<file path="config.mk">
export PLATFORM = sky130hd
export DESIGN_NAME = btsk_core
export DESIGN_NICKNAME = d
export VERILOG_FILES = /design/src/inc/btsk_pkg.sv /design/src/btsk_core.sv
export SDC_FILE = /design/constraint.sdc
export NUM_CORES = 1
export LEC_CHECK = 0
export ABC_CLOCK_PERIOD_IN_PS = 1100
export BUFFER_PORTS_ARGS = -buffer_cell sky130_fd_sc_hd__clkbuf_2
export CAP_MARGIN = 20
export CORE_ASPECT_RATIO = 0.9
export CORE_MARGIN = 2
export CORE_UTILIZATION = 40
export CTS_BUF_LIST = sky130_fd_sc_hd__clkbuf_16
export DETAILED_ROUTE_END_ITERATION = 8
export PLACE_DENSITY_LB_ADDON = 0.12
export SYNTH_ARGS = -nofsm -noshare
export SYNTH_HDL_FRONTEND = slang
export SYNTH_SLANG_ARGS = --single-unit
</file>
<file path="constraint.sdc">
create_clock -name sys_clk -period 1.1 [get_ports sys_clk]
set_input_delay 0.165 -clock sys_clk [delete_from_list [all_inputs] [get_ports sys_clk]]
set_output_delay 0.165 -clock sys_clk [all_outputs]
set_load 0.005 [all_outputs]
</file>
<file path="src/inc/btsk_pkg.sv">
/*
 Constants for the bit-test-and-skip decode and execute block.
 Assumes a 16-bit instruction word and an 8-bit banked data memory.
*/
package btsk_pkg;
    // Opcode field and its two values
    localparam int            OPC_MSB      = 15;
    localparam int            OPC_LSB      = 12;
    localparam logic [3:0]    OPC_SKIP_CLR = 4'hB;
    localparam logic [3:0]    OPC_SKIP_SET = 4'hA;
    // Operand fields
    localparam int            BIT_MSB      = 11;
    localparam int            BIT_LSB      = 9;
    localparam int            ACC_POS      = 8;
    localparam int            FADR_MSB     = 7;
    localparam int            FADR_LSB     = 0;
    // Indexed literal offset window limit (inclusive)
    localparam logic [7:0]    IDX_LIMIT    = 8'h5F;
    // Access bank high part: all of bank 0
    localparam logic [3:0]    ACC_BANK     = 4'h0;
    // Reset values
    localparam logic [11:0]   ADDR_RST     = 12'h000;
    localparam logic [7:0]    IDX_RST      = 8'h00;
    localparam logic [2:0]    SEL_RST      = 3'h0;
endpackage

</file>
<file path="src/btsk_core.sv">
/*
 Decode and execute of the two bit-test-and-skip instructions.
 Assumes a fetch pipeline that presents one instruction per cycle with
 instr_valid, and a data memory that answers a read in the same cycle as rd_en.
*/
`timescale 1ns/1ps

// What this block does
// - The set variant skips the next instruction when the tested bit reads one.
// - On a skip the prefetched instruction is dropped and a no-operation runs, taking two cycles.
// - With access bit zero the operand comes from the access bank, not the bank select register.
// - With access bit one the bank select register picks the general purpose register bank.
// - With access bit zero, extended set on and address at most 95, indexed literal offset is used.
// - The clear variant skips the next instruction when the tested bit reads zero.
// - Operands are an 8-bit file address, a 3-bit bit position and one access bit.
module btsk_core (
    input  wire logic        sys_clk,        // Core clock, 250 MHz
    input  wire logic        nrst,           // Async reset, active low
    input  wire logic        instr_valid,    // Instruction word present
    input  wire logic [15:0] instr_word,     // Instruction word
    input  wire logic        ext_set_en,     // Extended instruction set on
    input  wire logic [3:0]  bank_select_register, // Current bank
    input  wire logic [11:0] index_base,     // Index register for offset mode
    input  wire logic [7:0]  rd_data,        // Data memory read data
    output logic             rd_en,          // Data memory read strobe
    output logic [11:0]      rd_addr,        // Data memory read address
    output logic             busy,           // Test in progress, hold fetch
    output logic             skip_flush,     // Drop prefetched instruction
    output logic             nop_exec,       // No-operation runs this cycle
    output logic             done            // Test instruction finished
);

    // Controller states: idle, bit test, no-operation slot
    typedef enum logic [1:0] {ST_IDLE, ST_TEST, ST_NOP} btsk_state_e;

    // Reset release pair
    logic          rst_s1_q;
    logic          rst_n_q;
    // Control group: state, busy and one-cycle strobes
    // Busy is high exactly while the state is not idle, so fetch can hold on it
    btsk_state_e   state_q, state_d;
    logic          rd_en_q, rd_en_d;
    logic          busy_q, busy_d;
    logic          flush_q, flush_d;
    logic          nop_q, nop_d;
    logic          done_q, done_d;
    // Operand group, captured when a test is taken
    logic          want_set_q, want_set_d;
    logic [2:0]    sel_q, sel_d;
    logic [11:0]   addr_q, addr_d;
    // Fields of the offered word
    logic [3:0]    opc;
    logic [2:0]    bitpos;
    logic [7:0]    fadr;
    logic          acc;
    logic          is_test;
    // Operand address candidates
    logic          idx_mode;
    logic [11:0]   idx_addr;
    logic [11:0]   acc_addr;
    logic [11:0]   bank_addr;
    logic [11:0]   eff_addr;
    // Bit test result
    logic          bit_val;
    logic          skip_now;

    // Reset release through two flops; assertion stays asynchronous
    always_ff @(posedge sys_clk or negedge nrst)
    begin
        if (!nrst)
        begin
            rst_s1_q <= 1'h0;
            rst_n_q  <= 1'h0;
        end
        else
        begin
            rst_s1_q <= 1'h1;
            rst_n_q  <= rst_s1_q;
        end
    end

    // Field split of the instruction word
    assign opc     = instr_word[btsk_pkg::OPC_MSB:btsk_pkg::OPC_LSB];
    assign bitpos  = instr_word[btsk_pkg::BIT_MSB:btsk_pkg::BIT_LSB];
    assign fadr    = instr_word[btsk_pkg::FADR_MSB:btsk_pkg::FADR_LSB];
    assign acc     = instr_word[btsk_pkg::ACC_POS];

    // Only the two test opcodes start work
    assign is_test = instr_valid && (opc == btsk_pkg::OPC_SKIP_CLR || opc == btsk_pkg::OPC_SKIP_SET);

    // Indexed mode covers the low window of the access bank only
    assign idx_mode  = !acc && ext_set_en && (fadr <= btsk_pkg::IDX_LIMIT);
    // Base plus offset wraps at 12 bits
    assign idx_addr  = 12'(index_base + {4'h0, fadr});
    // Access bank ignores the bank select register
    assign acc_addr  = {btsk_pkg::ACC_BANK, fadr};
    // Banked access through the bank select register
    assign bank_addr = {bank_select_register, fadr};
    // Indexed first, then banked, then access bank
    // Mode is fixed by the word as offered, not by a later bank change
    assign eff_addr  = idx_mode ? idx_addr : (acc ? bank_addr : acc_addr);

    // Memory answers in the test state; pick the captured bit
    // Hazard: rd_data must be settled in the same cycle as rd_en
    assign bit_val  = rd_data[sel_q];
    // Set variant skips on one, clear variant on zero
    assign skip_now = (bit_val == want_set_q);

    // Operand capture: only a taken test loads new operands
    always_comb
    begin
        want_set_d = want_set_q;
        sel_d      = sel_q;
        addr_d     = addr_q;
        if (is_test && state_q == ST_IDLE)
        begin
            want_set_d = (opc == btsk_pkg::OPC_SKIP_SET);
            sel_d      = bitpos;
            addr_d     = eff_addr;
        end
    end

    // Operand registers; rd_addr holds until the next taken test
    always_ff @(posedge sys_clk or negedge rst_n_q)
    begin
        if (!rst_n_q)
        begin
            want_set_q <= 1'h0;
            sel_q      <= btsk_pkg::SEL_RST;
            addr_q     <= btsk_pkg::ADDR_RST;
        end
        else
        begin
            want_set_q <= want_set_d;
            sel_q      <= sel_d;
            addr_q     <= addr_d;
        end
    end

    // Sequencer: read, test, then an optional no-operation slot
    always_comb
    begin
        state_d = state_q;
        rd_en_d = 1'h0;
        busy_d  = 1'h0;
        flush_d = 1'h0;
        nop_d   = 1'h0;
        done_d  = 1'h0;
        unique case (state_q)
            ST_IDLE:
            begin
                // Words offered while busy are never looked at
                if (is_test)
                begin
                    rd_en_d = 1'h1;
                    busy_d  = 1'h1;
                    state_d = ST_TEST;
                end
            end
            ST_TEST:
            begin
                if (skip_now)
                begin
                    // Prefetched word dropped, fetch stays held
                    flush_d = 1'h1;
                    busy_d  = 1'h1;
                    state_d = ST_NOP;
                end
                else
                begin
                    // No skip: finish now
                    done_d  = 1'h1;
                    state_d = ST_IDLE;
                end
            end
            ST_NOP:
            begin
                // Slot of the dropped word
                nop_d   = 1'h1;
                done_d  = 1'h1;
                state_d = ST_IDLE;
            end
            default:
            begin
                // Unused code: back to idle without strobes
                state_d = ST_IDLE;
            end
        endcase
    end

    // Control registers
    always_ff @(posedge sys_clk or negedge rst_n_q)
    begin
        if (!rst_n_q)
        begin
            state_q <= ST_IDLE;
            rd_en_q <= 1'h0;
            busy_q  <= 1'h0;
            flush_q <= 1'h0;
            nop_q   <= 1'h0;
            done_q  <= 1'h0;
        end
        else
        begin
            state_q <= state_d;
            rd_en_q <= rd_en_d;
            busy_q  <= busy_d;
            flush_q <= flush_d;
            nop_q   <= nop_d;
            done_q  <= done_d;
        end
    end

    // Outputs straight from the registers
    assign rd_en      = rd_en_q;
    assign rd_addr    = addr_q;
    assign busy       = busy_q;
    assign skip_flush = flush_q;
    assign nop_exec   = nop_q;
    assign done       = done_q;

endmodule
</file>
## Yosys cells after proc, flatten, opt, wreduce, memory -nomap -nowiden

Cells that the tools add are included.
Widths: inputs -> output; s select.

- Bits in registers: 25
- Input bits: 44
- Output and inout port bits: 17
- Logic and storage cells: 42

- $add $sub $neg: 1
- $lt $le $gt $ge: 2
- Equal/unequal tests: 6
- Mux-type cells: 15
- Reductions and logical operators: 7

Operators with widths:

| cell | count |
|---|---|
| $mux 12 | 2 |
| $add 12x8->12 | 1 |
| $eq 4x4->1 const B | 2 |
| $le 8x7->1 const B | 1 |
| $mux 1 | 7 |
| $logic_and 1x1->1 | 4 |
| $lt 3x4->1 const B | 1 |
| $mux 2 | 2 |
| $pmux 1 s2 | 2 |
| $pmux 2 s2 | 1 |
| $bmux 1 s3 | 1 |
| $eq 2x1->1 const B | 1 |
| $eq 2x2->1 const B | 1 |
| $logic_not 2->1 | 1 |
| $ne 2x2->1 const B | 1 |
| $eq 1x1->1 | 1 |
| $logic_not 1->1 | 1 |
| $logic_or 1x1->1 | 1 |

## Logic depth before layout (Yosys ltp)

Gate-level depths: netlist of the first run.

- Word-level depth: 5
- Depth in mapped cells: 9
- Gate-level depth less buffers: 9

## Least setup slack after synthesis of the first run

No wires, ideal clock.

- Kind: in2reg
- From: input instr_word[0]
- To: register addr_q[8] (netlist: rd_addr[8])
- Setup time: 0.087 ns
- Arrival time: 1.599 ns
- Data required time: 1.013 ns
- Setup slack: -0.586 ns
- Stages: 9
- Path buffers: 0
- Cell sequence: ha_1 > inv_1 > fa_1 > nand2b_1 > a21oi_1 > o211ai_1 > and2_1 > xor2_1 > o211ai_1

- Word-level cells in the longest chain between the ends: 3
- Elaborated cells between the ends (all ways): 4
- Classes of those cells: 1 x add/sub; 1 x order compare; 1 x mux; 1 x reduce/logical

RTL lines:

| element | line | RTL |
|---|---|---|
| start, declared | btsk_core.sv:20 | `input wire logic [15:0] instr_word,` |
| branches (longest 2 deep; another with $add 12x8->12) | -- |  |
| $mux 12 * | btsk_core.sv:101 | `assign eff_addr = idx_mode ? idx_addr : (acc ? bank_addr : acc_addr);` |
| end signal, assigned | btsk_core.sv:130 | `addr_q <= btsk_pkg::ADDR_RST;` |
| end signal, assigned | btsk_core.sv:136 | `addr_q <= addr_d;` |
| end, declared | btsk_core.sv:50 | `logic [11:0] addr_q, addr_d;` |

Every way passes the cells marked *.
A chain may end at the register's enable or synchronous reset.

## Worst setup path after layout of the first run

- From: register sel_q[0]
- To: register state_q[1]

- Word-level cells in the longest chain between the ends: 5

RTL lines:

| element | line | RTL |
|---|---|---|
| start, declared | btsk_core.sv:49 | `logic [2:0] sel_q, sel_d;` |
| start signal, assigned | btsk_core.sv:129 | `sel_q <= btsk_pkg::SEL_RST;` |
| start signal, assigned | btsk_core.sv:135 | `sel_q <= sel_d;` |
| $bmux 1 s3 | btsk_core.sv:105 | `assign bit_val = rd_data[sel_q];` |
| $mux 1 (not written as such) | btsk_core.sv:105 |  |
| $eq 1x1->1 | btsk_core.sv:107 | `assign skip_now = (bit_val == want_set_q);` |
| $mux 2 | btsk_core.sv:162 | `if (skip_now)` |
| $pmux 2 s2 | btsk_core.sv:149 | `unique case (state_q)` |
| end signal, assigned | btsk_core.sv:205 | `state_q <= state_d;` |
| end, declared | btsk_core.sv:41 | `btsk_state_e state_q, state_d;` |

No other way between the ends. The select of a mux whose other input is x is not followed.

==> results of run 1 <==
==> cell usage in the layout, fill, tap and decap left out, drive strengths merged, types with 3 or more instances in the layout <==
| cell | count |
|---|---|
| o21ai | 9 |
| nor2 | 15 |
| xor2 | 3 |
| xnor2 | 6 |
| ha | 11 |
| nand2 | 26 |
| inv | 10 |
| o211ai | 4 |
| clkbuf | 61 |
| and2 | 3 |
| a21oi | 17 |
| nand3 | 4 |
| o22ai | 4 |
| a31oi | 3 |
| dfrtp | 25 |
| buf | 37 |
==> metrics by stage <==
stage	hold slack, ns	std cells	util [%]
after CTS	0.0842	301	70.5
final	0.0817	307	73.7
after floorplan	-0.131	163	-
after global placement	-0.0494	286	59.8
after global routing	0.0915	307	73.7
after detailed placement	-0.0481	286	59.8
==> worst reg2reg max path, stage by stage, from the launching register on <==
cell and delay, ns:
dfrtp_1 0.41, mux4_2 0.55, mux2i_4 0.19, xnor2_2 0.16
nor2_2 0.06, o21ai_1 0.07, o31ai_1 0.08
==> registers in the layout, summed over array words and instances (netlist names) <==
name,flops
want_set_q,1
state_q,2
rst_s1_q,1
sel_q,3
skip_flush,1
rd_en,1
rst_n_q,1
rd_addr,12
busy,1
nop_exec,1
done,1
==> cell usage after synthesis (all sizes together) (2+ instances only) <==
| cell type | instances |
|---|---|
| xor2 | 3 |
| mux4 | 2 |
| o21ai | 9 |
| a21oi | 17 |
| nand2 | 26 |
| and2 | 3 |
| nor3b | 2 |
| ha | 11 |
| nand3 | 4 |
| and3 | 2 |
| xnor2 | 6 |
| dfrtp | 25 |
| a31oi | 3 |
| nor2 | 15 |
| inv | 9 |
| o211ai | 4 |
| nor2b | 2 |
| o22ai | 4 |
| nand2b | 2 |
==> area by class of cell <==
type / count / area, sq um / area share [%]
Clock buffer: 3 / 75.1 / 2.95
Tap cell: 44 / 55.1 / 2.16
Multi-Input combinational cell: 126 / 1040 / 40.7
Timing Repair inverter: 1 / 8.76 / 0.344
Timing Repair Buffer: 97 / 689 / 27.1
Sequential cell: 25 / 626 / 24.6
Clock inverter: 1 / 5.00 / 0.197
Inverter: 10 / 50.0 / 1.97
==> repair_timing <==
item	in CTS	in global routing
gates cloned	1	1
resized for setup	35	19
pin swaps	30	25
hold buffers	1	0
buffers inserted	10	7
endpoints found under the setup margin	20	20
hold endpoints to repair	2	0
==> metal layers <==
metal | track usage (%) | wire length, microns | up-vias
li1 | - | - | 766
met1 | 21.4 | 1740 | 768
met4 | 10.0 | 95 | 0
met5 | 0 | 0 | -
met2 | 39.4 | 2260 | 39
met3 | 1.62 | 156 | 9
==> cells by family after synthesis <==
| group | Yosys count |
|---|---|
| XOR/XNOR | 9 |
| other | 1 |
| adder cells (fa/ha/maj) | 12 |
| multiplexers | 3 |
| AND/OR/NAND/NOR | 59 |
| flip-flops | 25 |
| buffers and inverters | 12 |
| AO/OA/AOI/OAI | 42 |
==> how the worst max path moves through the flow <==
stage                     cells past startpoint          to  slack, ns
after floorplan                               9  rd_addr[8]      -0.47
final                                         6  state_q[1]      -0.54
after CTS                                     6  state_q[1]      -0.58
after global routing                          6  state_q[1]      -0.61
after detailed placement                     10  rd_addr[8]      -0.75
after global placement                       10  rd_addr[8]      -0.68
==> power by group through the flow <==
stage	Combinational, mW	Sequential (mW)	Clock (mW)
after floorplan	0.821	1.50	0
after global placement	1.45	1.48	0
after detailed placement	1.50	1.50	0
after CTS	1.81	1.49	0.822
after global routing	2.22	1.57	0.857
final	2.02	1.52	0.822
==> impl_metrics.json, run 1 <==
{
  "status": "complete, but fails checks",
  "violations": "setup timing",
  "hold_path_class": "primary input to flip-flop",
  "synthMuxAreaShare_pct": 4.21,
  "synth_area_leader_cell": "dfrtp_1",
  "core-area_sq_mm": 0.00345,
  "startpoint_type": "flip-flop",
  "synth_edf_count": 0,
  "ff2ff_path_depth": 6,
  "rows": 20,
  "fin_area_sq_mm": 0.00254,
  "ys_ff_latch": 25,
  "cts_buffer_depth": 2,
  "synthSimpleGateAreaFrac_pct": 18.1,
  "cts_tree": "built",
  "synth_area_leaders": "dfrtp_1, ha_1, nand2_1",
  "wl_microns": 4260,
  "period_needed_ns": 1.64,
  "syn-cell-area_sq_mm": 0.00149,
  "comb_power_share_pct": 46.3,
  "critPathArrivalTime_ns": 1.78,
  "tns_ns": -4.88,
  "synth_compound_area_share_pct": 16.3,
  "overflow": 0,
  "slew_violations": 0,
  "cp.required_ns": 1.24,
  "rr_startpoint": "sel_q[0]",
  "hold_violations": 0,
  "power_density_mw_per_mm2": 1720,
  "htree_levels": 1,
  "grt_max_degree": 24,
  "syn_to_final_growth_pct": 71.4,
  "cp_cell_sequence": "mux4_2 -> mux2i_4 -> xnor2_2 -> nor2_2 -> o21ai_1 -> o31ai_1",
  "initial_core_util_pct": 43.0,
  "crit_start": "sel_q[0]",
  "cp_max_fo": 3,
  "ys_warn_count": 0,
  "clkPwrFrac_pct": 18.8,
  "synthXorXnorAreaFrac_pct": 5.31,
  "async_flop_share_pct": 100,
  "io_buffers": 60,
  "drc_errors": 0,
  "r2r_end": "state_q[1]",
  "path_delay_family": "multiplexers",
  "dieArea_sq_mm": 0.00422,
  "dpl_cell_area_sq_mm": 0.00206,
  "setup_viol": 19,
  "first_global_vias": 1474,
  "skew_ns": 0.00342,
  "drv_cap": 0,
  "synth_top_family_by_area": "simple AND/OR/NAND/NOR gates",
  "fmax_mhz": 611,
  "grt_pass1_wl_microns": 6270,
  "yosysUniqueCellTypes": 35,
  "grt_usage_pct": 20.0,
  "ys.flop_type": "dfrtp_1",
  "r2r_setup_slack_ns": -0.54,
  "synth_fa_ha_area_share_pct": 10.6,
  "postRouteAntennaNets": 0,
  "avgViaCountPerCell": 5.15,
  "clock-sinks": 25,
  "p_sw_mw": 1.47,
  "crit_path_max_incr_delay_ns": 0.54,
  "seqPwrFrac_pct": 34.9,
  "postSynthAreaPerCell_sq_um": 9.11,
  "syn_inst": 163,
  "clk_pin_slew_ns": 0.07,
  "drtIter0Drc": 75,
  "netlist.area_leader.share_pct": 42.1,
  "peakVddDrop_v": 0.000846,
  "first_pass_iters": 4,
  "synth.net_count": 219,
  "power.leakage_nw": 1.24,
  "hpwl_microns": 2960,
  "worst_slack_ns": -0.536,
  "die_x_microns": 68.2,
  "worstSetupEndpointType": "flip-flop",
  "place_congestion": 0.835,
  "post-place-ws_ns": -0.751,
  "diodes": 0,
  "hold_end": "want_set_q",
  "total_power_mw": 4.37,
  "worst_hold_startpoint": "instr_word[12]",
  "clk-insertion-delay-late_ns": 0.26,
  "drive_gt1_share_pct": 53.6,
  "final_nets": 320,
  "crit_type": "flip-flop to flip-flop",
  "num_io_pins": 61,
  "cp_num_buf_inv": 0,
  "cpMaxStageDelayCell": "mux4_2",
  "wire_per_inst_microns": 13.9,
  "rsz0062_at_grt": "true",
  "intPower_mw": 2.90,
  "antenna_found_initial": 0,
  "fillerInstances": 267,
  "die_y_microns": 61.8,
  "cts_made_buffers": 3,
  "finalCritPeriodShare_pct": 149,
  "switching_share_pct": 33.7,
  "vias": 1582,
  "synth-seq-area-share_pct": 42.1,
  "hold_depth": 2,
  "root_buffer": "clkbuf_16"
}
Power figures use the tool's default switching activity.
==> run 2: changes to the inputs <==
MAX_ROUTING_LAYER = met4   (was default)
==> run 2 against run 1 <==
  * The flow still finishes with violations (setup timing)
  * Non-clock buffer count unchanged
  * Clock power fell by 0.5%
  * Design area unchanged
  * Total power fell by 0.12%
  * Critical path depth stayed put
  * Largest cell class unchanged
==> impl_metrics.json, run 2 (same netlist as run 1, synthesis figures left out) <==
{
  "status": "complete, but fails checks",
  "violations": "setup timing",
  "avgViaCountPerCell": 5.15,
  "cts_tree": "built",
  "worst_hold_startpoint": "instr_word[12]",
  "crit_type": "flip-flop to flip-flop",
  "initial_core_util_pct": 43.0,
  "postRouteAntennaNets": 0,
  "overflow": 0,
  "die_x_microns": 68.2,
  "clk_pin_slew_ns": 0.07,
  "skew_ns": 0.00363,
  "cts_made_buffers": 3,
  "drtIter0Drc": 63,
  "total_power_mw": 4.36,
  "cp_cell_sequence": "mux4_2 -> mux2i_4 -> xnor2_2 -> nor2_2 -> o21ai_1 -> o31ai_1",
  "first_global_vias": 1474,
  "worstSetupEndpointType": "flip-flop",
  "crit_path_max_incr_delay_ns": 0.54,
  "syn_to_final_growth_pct": 71.4,
  "drv_cap": 0,
  "cp_num_buf_inv": 0,
  "setup_viol": 19,
  "fillerInstances": 267,
  "vias": 1581,
  "r2r_end": "state_q[1]",
  "wire_per_inst_microns": 13.8,
  "grt_max_degree": 24,
  "antenna_found_initial": 0,
  "grt_usage_pct": 20.6,
  "rr_startpoint": "sel_q[0]",
  "htree_levels": 1,
  "cts_buffer_depth": 2,
  "finalCritPeriodShare_pct": 149,
  "largest_reg_flops": 12,
  "hold_depth": 2,
  "core-area_sq_mm": 0.00345,
  "fmax_mhz": 611,
  "r2r_setup_slack_ns": -0.54,
  "hpwl_microns": 2960,
  "diodes": 0,
  "post-place-ws_ns": -0.751,
  "hold_violations": 0,
  "first_pass_iters": 5,
  "path_delay_family": "multiplexers",
  "num_io_pins": 61,
  "period_needed_ns": 1.64,
  "dieArea_sq_mm": 0.00422,
  "root_buffer": "clkbuf_16",
  "peakVddDrop_v": 0.000845,
  "power_density_mw_per_mm2": 1710,
  "power.leakage_nw": 1.24,
  "die_y_microns": 61.8,
  "startpoint_type": "flip-flop",
  "critPathArrivalTime_ns": 1.78,
  "io_buffers": 60,
  "hold_end": "want_set_q",
  "final_common_cell": "clkbuf_2",
  "clock-sinks": 25,
  "slew_violations": 0,
  "drc_errors": 0,
  "rows": 20,
  "final_nets": 320,
  "ff2ff_path_depth": 6,
  "final_cell_mix": "clkbuf_2, buf_4, dfrtp_1, nand2_1, nor2_1",
  "holdWs_ns": 0.0833,
  "place_congestion": 0.848,
  "cpMaxStageDelayCell": "mux4_2",
  "cp.required_ns": 1.24,
  "hold_path_class": "primary input to flip-flop",
  "worst_slack_ns": -0.536,
  "rsz0062_at_grt": "true",
  "wl_microns": 4230,
  "grt_pass1_wl_microns": 6270,
  "cp_max_fo": 3,
  "drive_gt1_share_pct": 53.6,
  "clk-insertion-delay-late_ns": 0.26
}
## run 2: where the power goes
part	total, mW	internal, mW	switching (mW)
logic	2.02	1.13	0.885
registers	1.52	1.27	0.251
clock network	0.818	0.490	0.328
## run 2: timing repair
item / 4_1_cts / 5_1_grt
setup endpoints to repair: 20 / 20
endpoints found under the hold margin: 2 / 0
cloned: 1 / 1
gates resized for setup: 35 / 19
pin swaps: 30 / 25
buffers inserted: 10 / 7
hold buffers: 1 / 0
## run 2: area by class of cell
type | instances | area, sq um | share of cell area [%]
repair buffers | 97 | 689 | 27.1
clock inverters | 1 | 5.00 | 0.197
clock buffers | 3 | 75.1 | 2.95
multi-input cells | 126 | 1040 | 40.7
flip-flops and latches | 25 | 626 | 24.6
repair inverters | 1 | 8.76 | 0.344
well taps | 44 | 55.1 | 2.16
inverters | 10 | 50.0 | 1.97
## run 2: routing by layer
metal  track usage, %  share of wire, %  wire length [microns]
met3             1.44               3.9                    163
met4             10.0               2.9                    121
met5                -                 0                      0
met2             39.4                53                   2230
met1             21.6                41                   1710
## run 2: stage by stage
step / util (%) / TNS [ns] / std cells / cell area (sq um)
floorplan: - / -4.13 / 163 / 1580
global placement: 59.8 / -7.14 / 286 / 2060
detailed placement: 59.8 / -7.78 / 286 / 2060
CTS: 70.5 / -4.04 / 301 / 2430
global route: 73.7 / -6.24 / 307 / 2540
finish: 73.7 / -4.89 / 307 / 2540
## run 2: worst max-delay path by stage
stage / start / end / slack (ns) / depth (start not counted)
5_1_grt: sel_q[0] / state_q[1] / -0.61 / 6
3_3_place_gp: instr_word[0] / rd_addr[8] / -0.68 / 10
2_1_floorplan: instr_word[0] / rd_addr[8] / -0.47 / 9
4_1_cts: sel_q[0] / state_q[1] / -0.58 / 6
3_5_place_dp: instr_word[0] / rd_addr[8] / -0.75 / 10
6_report: sel_q[0] / state_q[1] / -0.54 / 6
